`config.mk`:
```
export PLATFORM = sky130hd
export DESIGN_NAME = iopo_top
export DESIGN_NICKNAME = d
export VERILOG_FILES = /design/src/common/iopo_pkg.sv /design/src/logic/iopo_pin_cell.sv /design/src/logic/iopo_sync.sv /design/src/logic/iopo_top.sv
export VERILOG_INCLUDE_DIRS = /design/src /design/src/common
export SDC_FILE = /design/constraint.sdc
export NUM_CORES = 1
export LEC_CHECK = 0
export ABC_AREA = 1
export BUFFER_PORTS_ARGS = -buffer_cell sky130_fd_sc_hd__buf_2
export CAP_MARGIN = 15
export CORE_MARGIN = 2
export CORE_UTILIZATION = 56
export CTS_BUF_LIST = sky130_fd_sc_hd__clkbuf_4 sky130_fd_sc_hd__clkbuf_8
export DETAILED_ROUTE_END_ITERATION = 10
export PLACE_DENSITY = 0.81
export SYNTH_ARGS = -nofsm -noshare
export SYNTH_HDL_FRONTEND = slang
export SYNTH_SLANG_ARGS = --single-unit
```
`constraint.sdc`:
```
create_clock -name clk_i -period 1.9 [get_ports clk_i]
set_input_delay 0 -clock clk_i [delete_from_list [all_inputs] [get_ports clk_i]]
set_output_delay 0 -clock clk_i [all_outputs]
set_load 0.02 [all_outputs]
```
`src/common/iopo_cfg.svh`:
```
// offsets, field positions and reset values of the pin override block
`ifndef IOPO_CFG_SVH
`define IOPO_CFG_SVH

// ****************************************************************
// geometry
// ****************************************************************
`define IOPO_NPORTS        5
`define IOPO_PORT_W        8
`define IOPO_ADDR_W        8
`define IOPO_PORT_A        0
`define IOPO_PORT_D        3
`define IOPO_PORT_E        4
`define IOPO_PORT_E_MASK   8'h07

// ****************************************************************
// register offsets: three per port, then the control word
// ****************************************************************
`define IOPO_REGS_PER_PORT 3
`define IOPO_OFF_LATCH     0
`define IOPO_OFF_DIR       1
`define IOPO_OFF_PIN       2
`define IOPO_OFF_CTRL      8'h0F

// ****************************************************************
// control word fields and reset values
// ****************************************************************
`define IOPO_CTRL_W        3
`define IOPO_CTRL_PU_OFF   0
`define IOPO_CTRL_XMEM     1
`define IOPO_CTRL_T2_ASYNC 2
`define IOPO_CTRL_RST      3'h0
`define IOPO_LATCH_RST     8'h00
`define IOPO_DIR_RST       8'h00

`endif

```
`src/common/iopo_pkg.sv`:
```
// types shared by the pin override block
package iopo_pkg;
`include "iopo_cfg.svh"

   // one byte per port, port a at index 0
   typedef logic [`IOPO_NPORTS-1:0][`IOPO_PORT_W-1:0] iopo_bank_t;

   // override enable/value pairs of one pin
   typedef struct packed {
      logic pullup_override_en;
      logic pullup_override_val;
      logic dir_override_en;
      logic dir_override_val;
      logic outval_override_en;
      logic outval_override_val;
      logic inbuf_override_en;
      logic inbuf_override_val;
   } iopo_ovr_s;

   typedef iopo_ovr_s [`IOPO_NPORTS-1:0][`IOPO_PORT_W-1:0] iopo_ovr_bank_t;

   // resolved drive of one pin
   typedef struct packed {
      logic pu;
      logic oe;
      logic out;
      logic die;
   } iopo_drv_s;

   // function signals from on-chip peripherals
   typedef struct packed {
      logic serial0_tx_on;
      logic serial0_tx_line;
      logic serial0_rx_on;
      logic serial0_clk_out_on;
      logic serial0_ext_clock;
      logic serial1_sync_mode;
      logic serial1_ext_clock;
      logic timer1_compare_a_on;
      logic timer1_compare_a_out;
      logic timer3_compare_a_on;
      logic timer3_compare_a_out;
      logic timer1_compare_b_on;
      logic timer1_compare_b_out;
      logic mem_read_strobe;
      logic mem_write_strobe;
      logic mem_addr_latch;
      logic ext_irq0_on;
      logic ext_irq1_on;
      logic ext_irq2_on;
   } iopo_periph_in_s;

   // pin levels handed to peripherals
   typedef struct packed {
      logic serial0_rx_line;
      logic serial0_ext_clock_in;
      logic serial1_ext_clock_in;
      logic ext_irq0_in;
      logic ext_irq1_in;
      logic ext_irq2_in;
      logic timer1_capture_in;
   } iopo_periph_out_s;

   // whole state of the top module
   typedef struct packed {
      iopo_bank_t                 latch;
      iopo_bank_t                 dir;
      logic [`IOPO_CTRL_W-1:0]    ctrl;
      logic [`IOPO_PORT_W-1:0]    rdata;
      iopo_bank_t                 pout;
      iopo_bank_t                 poe;
      iopo_bank_t                 ppu;
      iopo_periph_out_s           periph;
      logic                       ext_mem;
      logic                       osc;
   } iopo_state_s;

endpackage

```
`src/logic/iopo_pin_cell.sv`:
```
// resolution of register control and overrides for one pin
`timescale 1ns/1ps
`default_nettype none

module iopo_pin_cell
   import iopo_pkg::*;
(
   // register side
   input  wire logic      latch_i,
   input  wire logic      dir_i,
   input  wire logic      pu_off_i,
   // pin side
   input  wire logic      lvl_i,
   input  wire iopo_ovr_s ovr_i,
   // results
   output iopo_drv_s      drv_o,
   output logic          di_o
);

   // override value replaces register-derived control when enabled
   always_comb begin
      drv_o.pu  = ovr_i.pullup_override_en ? ovr_i.pullup_override_val
                : (latch_i & ~dir_i & ~pu_off_i);
      drv_o.oe  = ovr_i.dir_override_en ? ovr_i.dir_override_val
                : dir_i;
      drv_o.out = ovr_i.outval_override_en ? ovr_i.outval_override_val
                : latch_i;
      drv_o.die = ovr_i.inbuf_override_en ? ovr_i.inbuf_override_val
                : 1'b1;
      di_o      = lvl_i & drv_o.die;
   end

endmodule

`default_nettype wire

```
`src/logic/iopo_sync.sv`:
```
// two-stage synchroniser for pin levels
`timescale 1ns/1ps
`default_nettype none

module iopo_sync #(
   parameter int W = 8
) (
   // clock and reset
   input  wire logic         clk_i,
   input  wire logic         rst_n_i,
   input  wire logic         ce_i,
   // levels
   input  wire logic [W-1:0] d_i,
   output logic [W-1:0]      q_o
);

   typedef struct packed {
      logic [W-1:0] meta;
      logic [W-1:0] stable;
   } iopo_sync_state_s;

   iopo_sync_state_s s_q;
   iopo_sync_state_s s_d;

   // first stage feeds only the second
   always_comb begin
      s_d        = s_q;
      s_d.meta   = d_i;
      s_d.stable = s_q.meta;
   end

   // state register
   always_ff @(posedge clk_i) begin
      if (!rst_n_i) begin
         s_q <= '0;
      end else if (ce_i) begin
         s_q <= s_d;
      end
   end

   assign q_o = s_q.stable;

endmodule

`default_nettype wire

```
`src/logic/iopo_top.sv`:
```
// port registers and alternate function overrides of five i/o ports
// ****************************************************************
// Notes on behaviour
// - second serial clock pin drives out when its direction bit is one
// - second serial clock pin works only in synchronous serial mode
// - transmitter on: transmit pin output, drives data, pull-up off
// - receiver on: receive pin forced input, level passed to receiver
// - receive pin pull-up follows latch bit unless pull-ups globally off
// - external memory on: strobe pins output, no pull-up, input unused
// - shared clock/compare pin: serial clock wins, else compare output
// - enabled irq forces input buffer on, rest stays register driven except the d2 serial clock output
// - irq0 pin level feeds irq logic and second serial clock input
// - external memory on: latch-enable pin output, pull-up off
// - compare-b drives its pin when enabled; software sets direction
// - capture/irq pin level always feeds timer1 capture
// - irq2 enabled: capture/irq pin input buffer on, level to irq
// - data registers: eight read/write bits (three on port e), reset zero
// - direction registers reset zero, so all pins start as inputs
// - input registers read sampled pin levels, synchroniser flops reset to zero
// - async timer2 clocking: oscillator pins cut off from port logic
// ****************************************************************
`timescale 1ns/1ps
`default_nettype none
`include "iopo_cfg.svh"

module iopo_top
   import iopo_pkg::*;
(
   // clock, reset, enable
   input  wire logic                    clk_i,
   input  wire logic                    rst_n_i,
   input  wire logic                    ce_i,
   // register port
   input  wire logic [`IOPO_ADDR_W-1:0] reg_addr_i,
   input  wire logic [`IOPO_PORT_W-1:0] reg_wdata_i,
   input  wire logic                    reg_wr_i,
   input  wire logic                    reg_rd_i,
   output logic [`IOPO_PORT_W-1:0]      reg_rdata_o,
   // pins
   input  wire iopo_bank_t              pin_lvl_i,
   output iopo_bank_t                   pin_out_o,
   output iopo_bank_t                   pin_oe_o,
   output iopo_bank_t                   pin_pu_o,
   // peripherals
   input  wire iopo_periph_in_s         periph_i,
   output iopo_periph_out_s             periph_o,
   // system control
   output logic                         ext_memory_on_o,
   output logic                         osc_pins_on_o
);

   localparam int NP = `IOPO_NPORTS;
   localparam int PW = `IOPO_PORT_W;
   localparam int PD = `IOPO_PORT_D;
   localparam int PE = `IOPO_PORT_E;

   iopo_state_s    s_q;
   iopo_state_s    s_d;
   iopo_bank_t     pin_sync;
   iopo_ovr_bank_t ovr;
   iopo_drv_s      drv [NP][PW];
   iopo_bank_t     di;
   logic           global_pullup_off;
   logic           ext_memory_on;
   logic           timer2_async_select;
   logic           sclk1_drive;

   // ****************************************************************
   // helpers
   // ****************************************************************

   // implemented bits of a port
   function automatic logic [PW-1:0] port_mask(input int p);
      return (p == PE) ? `IOPO_PORT_E_MASK : {PW{1'b1}};
   endfunction

   // address of register kind k of port p
   function automatic logic reg_hit(input logic [`IOPO_ADDR_W-1:0] a,
                                    input int p, input int k);
      return a == `IOPO_ADDR_W'((p * `IOPO_REGS_PER_PORT) + k);
   endfunction

   // ****************************************************************
   // pin synchroniser and per-pin resolution
   // ****************************************************************

   iopo_sync #(
      .W       (NP * PW)
   ) u_sync (
      .clk_i   (clk_i),
      .rst_n_i (rst_n_i),
      .ce_i    (ce_i),
      .d_i     (pin_lvl_i),
      .q_o     (pin_sync)
   );

   assign global_pullup_off   = s_q.ctrl[`IOPO_CTRL_PU_OFF];
   assign ext_memory_on       = s_q.ctrl[`IOPO_CTRL_XMEM];
   assign timer2_async_select = s_q.ctrl[`IOPO_CTRL_T2_ASYNC];
   // clock leaves only in sync mode with direction bit set
   assign sclk1_drive = periph_i.serial1_sync_mode
                      & s_q.dir[PD][2];

   for (genvar p = 0; p < NP; p++) begin : g_port
      for (genvar b = 0; b < PW; b++) begin : g_bit
         iopo_pin_cell u_cell (
            .latch_i (s_q.latch[p][b]),
            .dir_i   (s_q.dir[p][b]),
            .pu_off_i(global_pullup_off),
            .lvl_i   (pin_sync[p][b]),
            .ovr_i   (ovr[p][b]),
            .drv_o   (drv[p][b]),
            .di_o    (di[p][b])
         );
      end
   end

   // ****************************************************************
   // override table for ports d and e
   // ****************************************************************

   // all other pins stay under plain register control
   always_comb begin
      ovr = '0;
      // read and write strobes
      for (int b = 6; b < 8; b++) begin
         ovr[PD][b].pullup_override_en = ext_memory_on;
         ovr[PD][b].dir_override_en    = ext_memory_on;
         ovr[PD][b].dir_override_val   = 1'b1;
         ovr[PD][b].outval_override_en = ext_memory_on;
      end
      ovr[PD][7].outval_override_val = periph_i.mem_read_strobe;
      ovr[PD][6].outval_override_val = periph_i.mem_write_strobe;
      // oscillator pins
      for (int b = 4; b < 6; b++) begin
         ovr[PD][b].pullup_override_en = timer2_async_select;
         ovr[PD][b].dir_override_en    = timer2_async_select;
         ovr[PD][b].inbuf_override_en  = timer2_async_select;
      end
      ovr[PD][5].outval_override_en  = periph_i.timer1_compare_a_on;
      ovr[PD][5].outval_override_val = periph_i.timer1_compare_a_out;
      // serial clock has priority over compare output
      ovr[PD][4].outval_override_en  = periph_i.serial0_clk_out_on
                                     | periph_i.timer3_compare_a_on;
      ovr[PD][4].outval_override_val = periph_i.serial0_clk_out_on
                                     ? periph_i.serial0_ext_clock
                                     : periph_i.timer3_compare_a_out;
      // interrupt pins keep register control except the buffer and the d2 serial clock output
      ovr[PD][3].inbuf_override_en  = periph_i.ext_irq1_on;
      ovr[PD][3].inbuf_override_val = 1'b1;
      ovr[PD][2].inbuf_override_en  = periph_i.ext_irq0_on;
      ovr[PD][2].inbuf_override_val = 1'b1;
      ovr[PD][2].outval_override_en  = sclk1_drive;
      ovr[PD][2].outval_override_val = periph_i.serial1_ext_clock;
      // transmit pin
      ovr[PD][1].pullup_override_en  = periph_i.serial0_tx_on;
      ovr[PD][1].dir_override_en     = periph_i.serial0_tx_on;
      ovr[PD][1].dir_override_val    = 1'b1;
      ovr[PD][1].outval_override_en  = periph_i.serial0_tx_on;
      ovr[PD][1].outval_override_val = periph_i.serial0_tx_line;
      // receive pin keeps a latch-driven pull-up
      ovr[PD][0].pullup_override_en  = periph_i.serial0_rx_on;
      ovr[PD][0].pullup_override_val = s_q.latch[PD][0]
                                     & ~global_pullup_off;
      ovr[PD][0].dir_override_en     = periph_i.serial0_rx_on;
      // port e: compare-b, latch enable, capture/irq2
      ovr[PE][2].outval_override_en  = periph_i.timer1_compare_b_on;
      ovr[PE][2].outval_override_val = periph_i.timer1_compare_b_out;
      ovr[PE][1].pullup_override_en  = ext_memory_on;
      ovr[PE][1].dir_override_en     = ext_memory_on;
      ovr[PE][1].dir_override_val    = 1'b1;
      ovr[PE][1].outval_override_en  = ext_memory_on;
      ovr[PE][1].outval_override_val = periph_i.mem_addr_latch;
      ovr[PE][0].inbuf_override_en   = periph_i.ext_irq2_on;
      ovr[PE][0].inbuf_override_val  = 1'b1;
   end

   // ****************************************************************
   // next state: registers, read data, pin drive, peripheral levels
   // ****************************************************************

   always_comb begin
      s_d = s_q;
      // register writes, unimplemented bits held at zero
      for (int p = 0; p < NP; p++) begin
         if (reg_wr_i && reg_hit(reg_addr_i, p, `IOPO_OFF_LATCH)) begin
            s_d.latch[p] = reg_wdata_i & port_mask(p);
         end
         if (reg_wr_i && reg_hit(reg_addr_i, p, `IOPO_OFF_DIR)) begin
            s_d.dir[p] = reg_wdata_i & port_mask(p);
         end
      end
      if (reg_wr_i && reg_addr_i == `IOPO_OFF_CTRL) begin
         s_d.ctrl = reg_wdata_i[`IOPO_CTRL_W-1:0];
      end
      // read data for one cycle, zero when unmapped or idle
      s_d.rdata = '0;
      if (reg_rd_i) begin
         for (int p = 0; p < NP; p++) begin
            if (reg_hit(reg_addr_i, p, `IOPO_OFF_LATCH)) begin
               s_d.rdata = s_q.latch[p];
            end
            if (reg_hit(reg_addr_i, p, `IOPO_OFF_DIR)) begin
               s_d.rdata = s_q.dir[p];
            end
            if (reg_hit(reg_addr_i, p, `IOPO_OFF_PIN)) begin
               s_d.rdata = di[p] & port_mask(p);
            end
         end
         if (reg_addr_i == `IOPO_OFF_CTRL) begin
            s_d.rdata = PW'(s_q.ctrl);
         end
      end
      // pin drive, resolved per pin
      for (int p = 0; p < NP; p++) begin
         for (int b = 0; b < PW; b++) begin
            s_d.pout[p][b] = drv[p][b].out;
            s_d.poe[p][b]  = drv[p][b].oe;
            s_d.ppu[p][b]  = drv[p][b].pu;
         end
         // unimplemented port e bits never drive
         s_d.pout[p] = s_d.pout[p] & port_mask(p);
         s_d.poe[p]  = s_d.poe[p] & port_mask(p);
         s_d.ppu[p]  = s_d.ppu[p] & port_mask(p);
      end
      // levels toward peripherals
      s_d.periph.serial0_rx_line      = di[PD][0];
      s_d.periph.serial0_ext_clock_in = di[PD][4];
      s_d.periph.ext_irq0_in          = di[PD][2];
      s_d.periph.serial1_ext_clock_in = di[PD][2]
                                      & periph_i.serial1_sync_mode;
      s_d.periph.ext_irq1_in          = di[PD][3];
      s_d.periph.ext_irq2_in          = di[PE][0];
      s_d.periph.timer1_capture_in    = pin_sync[PE][0];
      s_d.ext_mem = ext_memory_on;
      s_d.osc     = timer2_async_select;
   end

   // state register
   always_ff @(posedge clk_i) begin
      if (!rst_n_i) begin
         s_q       <= '0;
         s_q.latch <= {NP{`IOPO_LATCH_RST}};
         s_q.dir   <= {NP{`IOPO_DIR_RST}};
         s_q.ctrl  <= `IOPO_CTRL_RST;
      end else if (ce_i) begin
         s_q <= s_d;
      end
   end

   // outputs straight from the state register
   assign reg_rdata_o     = s_q.rdata;
   assign pin_out_o       = s_q.pout;
   assign pin_oe_o        = s_q.poe;
   assign pin_pu_o        = s_q.ppu;
   assign periph_o        = s_q.periph;
   assign ext_memory_on_o = s_q.ext_mem;
   assign osc_pins_on_o   = s_q.osc;
endmodule

`default_nettype wire
```
==> flow_summary.toml, run 1 <==
[status]
status = "completed"

[synth]
synth_compound_area_frac = 0.2177
ys_ff_latch = 264
synthMuxAreaShare = 0
syn_area_um2 = 10350
synth_top_family_by_area = "compound AO/OA/AOI/OAI gates"
synth_cell_types = 32
yosys.area_share.simple = 0.1860
avgSynthCellArea_um2 = 7.626
yosysWarnings = 0
synth_cells = 1357
yosysSeqAreaShare = 0.5107
synth_xor_area_frac = 0
synth-adder-area-share = 0

[timing]
rsz0062_at_grt = "false"
maxSlewViolCount = 0
fmax_mhz = 614.4
clock-skew-final_ps = 18.72
post-route-period-util = 0.8566
holdWs_ps = 56.61
setup_viol = 0
hold_viol_final = 0
tns_ps = 0
min_period_ps = 1628
relSlewSlack = 0.5720
worst_slew_pin_slew_ps = 642.1

[worst_setup_path]
critPathBufInv = 1
crit_path_start_kind = "flop"
cpPeakStageDelay_ps = 320
worstPathArrival_ps = 2030
crit_start = "s_q[184]"
crit_type = "flop to flop"
rr_startpoint = "s_q[184]"
path_cells = "inv_1 > o22ai_1 > a21oi_1 > o211ai_1 > o21ai_1 > nand2_1 > o21bai_1 > nand3_1 > nand2_1 > a21oi_1"
cp_max_fo = 3
cp_slowest_cell = "dfxtp_1"
worstSetupEndpointType = "flop"
critPathTopFamily = "compound AO/OA/AOI/OAI gates"
cp.required_ps = 2300

[route]
drt_pass1_iterations = 5
routed-wl-met3_mm = 2.619
wl_per_cell_um = 16.69
wl_met2_mm = 13.97
post_drt_via_cell_ratio = 5.547
ant_nets = 0
totalWireLength_mm = 31.01
drc_errors = 0
m1WireLength_mm = 13.72
routed.top_layer = "met4"
drt_iter0_markers = 1081
vias = 10310

[floorplanning]
die_y_um = 139.9
rows = 49
die_area_um2 = 19580
start_util = 0.5741
die_x_um = 139.9
core_um2 = 18020
ios = 217

[global_route]
grt.total_usage = 0.3060
first_global_vias = 9416
grt_overflow = 0
grt_pass1_wl_mm = 48.76
antenna_found_initial = 0
grt_max_degree = 120

[place]
place_inst = 1723
gp_congestion = 0.9501
dpl.hpwl_mm = 20.47
numPortBuffers = 193

[cells_and_area]
drive_gt1_frac = 0.2039
nets = 1678
final_cell_count_no_fill = 1858
final_cell_mix = "dfxtp_1 (264), nor2_1 (210), buf_2 (191), o21ai_0 (190), a21oi_1 (170)"
area_growth_pct = 25.52
mostFrequentLayoutCell = "dfxtp_1"

[clock_tree]
htreeDepth = 2
cts-root-buf = "clkbuf_8"
postCtsSetupBuffers = 0
numCtsBuffers = 42
clock_latency_ps = 550
cts_tree = "yes"
cts_resized = 0
clkSinkCount = 264
clk_pin_slew_ps = 60
cts_buffer_depth = 3

[hold_path]
min_from = "reg_addr_i[1]"
hp-class = "input port to flop"

[power_and_ir_drop]
cellPowerDensity_nw_per_um2 = 922.7
peakVddDrop_uv = 599.4
p_leak_nw = 5.629

[flow_run]
maxCapViolCount = 0
metrics by stage:
stage / setup WS, ps / utilization / cell area [µm²] / total power, mW
floorplan: 471.1 / - / 10400 / 6.501
global placement: 147.4 / 0.6366 / 11470 / 6.818
detailed placement: 134.4 / 0.6366 / 11470 / 6.835
CTS: 342.8 / 0.7205 / 12990 / 11.99
global route: 194.7 / 0.7205 / 12990 / 12.35
finish: 272.5 / 0.7207 / 12990 / 11.99
worst paths after layout:
path,to,depth (start not counted),slack [ps]
setup reg to reg,reg_rdata_o[4],10,270
hold / removal,s_q[202],4,60
hold reg to reg,pin_pu_o[8],2,460
setup / recovery,reg_rdata_o[4],10,270
cell usage after synthesis:
library cell,n,share of area
a211oi_1,33,0.024
a21oi_1,170,0.082
buf_1,3,0.0011
buf_2,7,0.0034
buf_4,16,0.012
clkbuf_1,72,0.026
clkinv_1,2,0.00073
conb_1,1,0.00036
dfxtp_1,264,0.51
inv_1,106,0.038
inv_2,9,0.0033
inv_4,1,0.00060
nand2_1,143,0.052
nand2_2,4,0.0024
nand2_4,2,0.0022
nand3_1,62,0.030
nand3_4,1,0.0017
nand4_1,7,0.0042
nor2_1,211,0.077
nor2_2,8,0.0048
nor2_4,1,0.0011
nor2_8,2,0.0039
nor3_1,3,0.0015
nor3_2,1,0.00097
o211ai_1,16,0.012
o21ai_0,190,0.092
o21ai_1,6,0.0029
o21bai_1,3,0.0022
o22ai_1,5,0.0030
or2_0,2,0.0012
or2_1,1,0.00060
or2_2,5,0.0030
layout make-up:
class	instances	area, µm²
Sequential cell	264	5285
Fill cell	1402	5035
Multi-Input combinational cell	891	4237
Timing Repair Buffer	281	1819
Clock buffer	69	862.1
Inverter	118	447.9
Tap cell	229	286.5
Clock inverter	5	50.05
Antenna cell	1	2.502
power by group:
part	switching [mW]	internal, mW
Combinational	0.654	0.359
Clock	2.15	2.99
Sequential	0.110	5.72
Total	2.91	9.07
registers in the layout, summed over array words and instances (netlist names), 6 cells and up:
signal and flops:
reg_rdata_o 8, u_sync.q_o 35, pin_pu_o 35, pin_out_o 35, u_sync.s_d 35, pin_oe_o 35
s_q 70, periph_o 6
tightest hold or removal path, delay by kind of cell:
| family | cells | cell delay, ps |
|---|---|---|
| AOI/OAI and AO/OA | 1 | 90 |
| buffers and inverters | 2 | 350 |
| and+or+nand+nor | 1 | 100 |
cell families (layout without fill, tap and decap cells):
kind of cell	count (synthesis)	after routing
AND/OR/NAND/NOR	453	453
AO/OA/AOI/OAI	423	423
flip-flops	264	264
buffers and inverters	216	473
other	1	16
timing repair:
item	in CTS	in global routing
setup endpoints to repair	0	0
hold buffers	60	0
endpoints found under the hold margin	128	0
per-layer routing:
metal / up-vias / track usage
met5: - / 0
met4: 0 / 0.09105
met3: 57 / 0.04957
met2: 526 / 0.4768
met1: 4760 / 0.4406
li1: 4964 / -
Note: power is estimated with default switching activity, not from simulation.
==> run 2, diff against run 1 <==
--- a/config.mk
+++ b/config.mk
@@ -14,6 +14,7 @@
 export CTS_BUF_LIST = sky130_fd_sc_hd__clkbuf_4 sky130_fd_sc_hd__clkbuf_8
 export DETAILED_ROUTE_END_ITERATION = 10
 export PLACE_DENSITY = 0.81
+export RECOVER_POWER = 25
 export SYNTH_ARGS = -nofsm -noshare
 export SYNTH_HDL_FRONTEND = slang
 export SYNTH_SLANG_ARGS = --single-unit
==> flow_summary.toml, run 2 (synthesis results as in run 1) <==
[cells_and_area]
max_flop_register = "s_q"
mostFrequentLayoutCell = "dfxtp_1"
area_growth_pct = 24.62
drive_gt1_frac = 0.1824
final_cell_mix = "dfxtp_1 (264), nor2_1 (211), o21ai_0 (190), a21oi_1 (170), buf_2 (165)"
nets = 1678
final_cell_count_no_fill = 1858
largest_register_ffs = 70

[floorplanning]
ios = 217
start_util = 0.5741
die_x_um = 139.9
die_area_um2 = 19580
die_y_um = 139.9
rows = 49
core_um2 = 18020

[power_and_ir_drop]
p_leak_nw = 5.481
cellPowerDensity_nw_per_um2 = 927.8
peakVddDrop_uv = 593.6

[timing]
min_period_ps = 1564
worst_slew_pin_slew_ps = 797.2
relSlewSlack = 0.4685
tns_ps = 0
maxSlewViolCount = 0
hold_viol_final = 0
setup_viol = 0
fmax_mhz = 639.2
post-route-period-util = 0.8234
rsz0062_at_grt = "false"
clock-skew-final_ps = 15.59

[route]
post_drt_via_cell_ratio = 5.510
wl_per_cell_um = 16.69
ant_nets = 0
drt_iter0_markers = 1130
drc_errors = 0
totalWireLength_mm = 31.02
drt_pass1_iterations = 5
vias = 10240

[global_route]
grt_max_degree = 120
first_global_vias = 9416
grt_pass1_wl_mm = 48.76
grt.total_usage = 0.3060
antenna_found_initial = 0
grt_overflow = 0

[place]
numPortBuffers = 193
gp_congestion = 0.9501
dpl.hpwl_mm = 20.47
place_inst = 1723

[clock_tree]
cts_tree = "yes"
clk_pin_slew_ps = 60
cts_hold_buffers = 60
clkSinkCount = 264
postCtsSetupBuffers = 0
cts_buffer_depth = 3
numCtsBuffers = 42
cts-root-buf = "clkbuf_8"
htreeDepth = 2
clock_latency_ps = 540
cts_resized = 0

[worst_setup_path]
worstPathArrival_ps = 1960
crit_type = "flop to flop"
cp_max_fo = 3
worstSetupEndpointType = "flop"
cp.required_ps = 2300
crit_path_start_kind = "flop"

[flow_run]
maxCapViolCount = 0

[status]
status = "completed"

[hold_path]
hp-class = "input port to flop"
==> run 2: worst max-delay path, stage by stage (launching register included) <==
cell and delay (ps):
dfxtp_1 310, inv_1 100, o22ai_1 100, a21oi_1 190
o211ai_1 140, o21ai_1 110, nand2_1 60, o21bai_1 200
nand3_1 90, nand2_1 70, a21oi_1 50
==> run 2: metal layers <==
layer  up-vias  wire length, µm  share of wire  track usage
li1       4952                -              -            -
met1      4702            13670           0.44       0.4406
met2       524            13960           0.45       0.4768
met3        60             2694          0.087      0.04957
met4         0              687          0.022      0.09105
met5         -                0              0            0
==> run 2: path summary, 6_finish.rpt <==
| check | startpoint | to | slack, ps | cells after the start |
|---|---|---|---|---|
| worst max-delay path | s_q[144] | reg_rdata_o[4] | 340 | 10 |
| worst min-delay path | ce_i | reg_rdata_o[1] | 50 | 7 |
| worst max register to register | s_q[144] | reg_rdata_o[4] | 340 | 10 |
| worst min register to register | reg_rdata_o[2] | reg_rdata_o[2] | 460 | 2 |
==> run 2: cell type report <==
cell class | count | area (µm²)
diodes | 1 | 2.502
clock buffers | 69 | 862.1
clock inverters | 5 | 50.05
fillers | 1428 | 5129
inverters | 118 | 447.9
multi-input cells | 891 | 4205
flip-flops and latches | 264 | 5285
well taps | 229 | 286.5
repair buffers | 281 | 1757
==> run 2: power by group <==
| part | internal, mW | switching [mW] | leakage, nW |
|---|---|---|---|
| clock | 2.99 | 2.14 | 0.490 |
| sequential | 5.72 | 0.110 | 2.16 |
| combinational | 0.349 | 0.649 | 2.83 |
==> run 2: through the flow <==
stage / setup slack, ps / utilization / instance area [µm²] / hold slack [ps] / total power, mW
after CTS: 342.8 / 0.7205 / 12990 / 24.13 / 11.99
after detailed placement: 134.4 / 0.6366 / 11470 / 226.9 / 6.835
after global routing: 118.4 / 0.7153 / 12890 / 51.05 / 12.33
after global placement: 147.4 / 0.6366 / 11470 / 220.2 / 6.818
after floorplan: 471.1 / - / 10400 / 134.9 / 6.501
final: 335.5 / 0.7155 / 12900 / 54.27 / 11.97
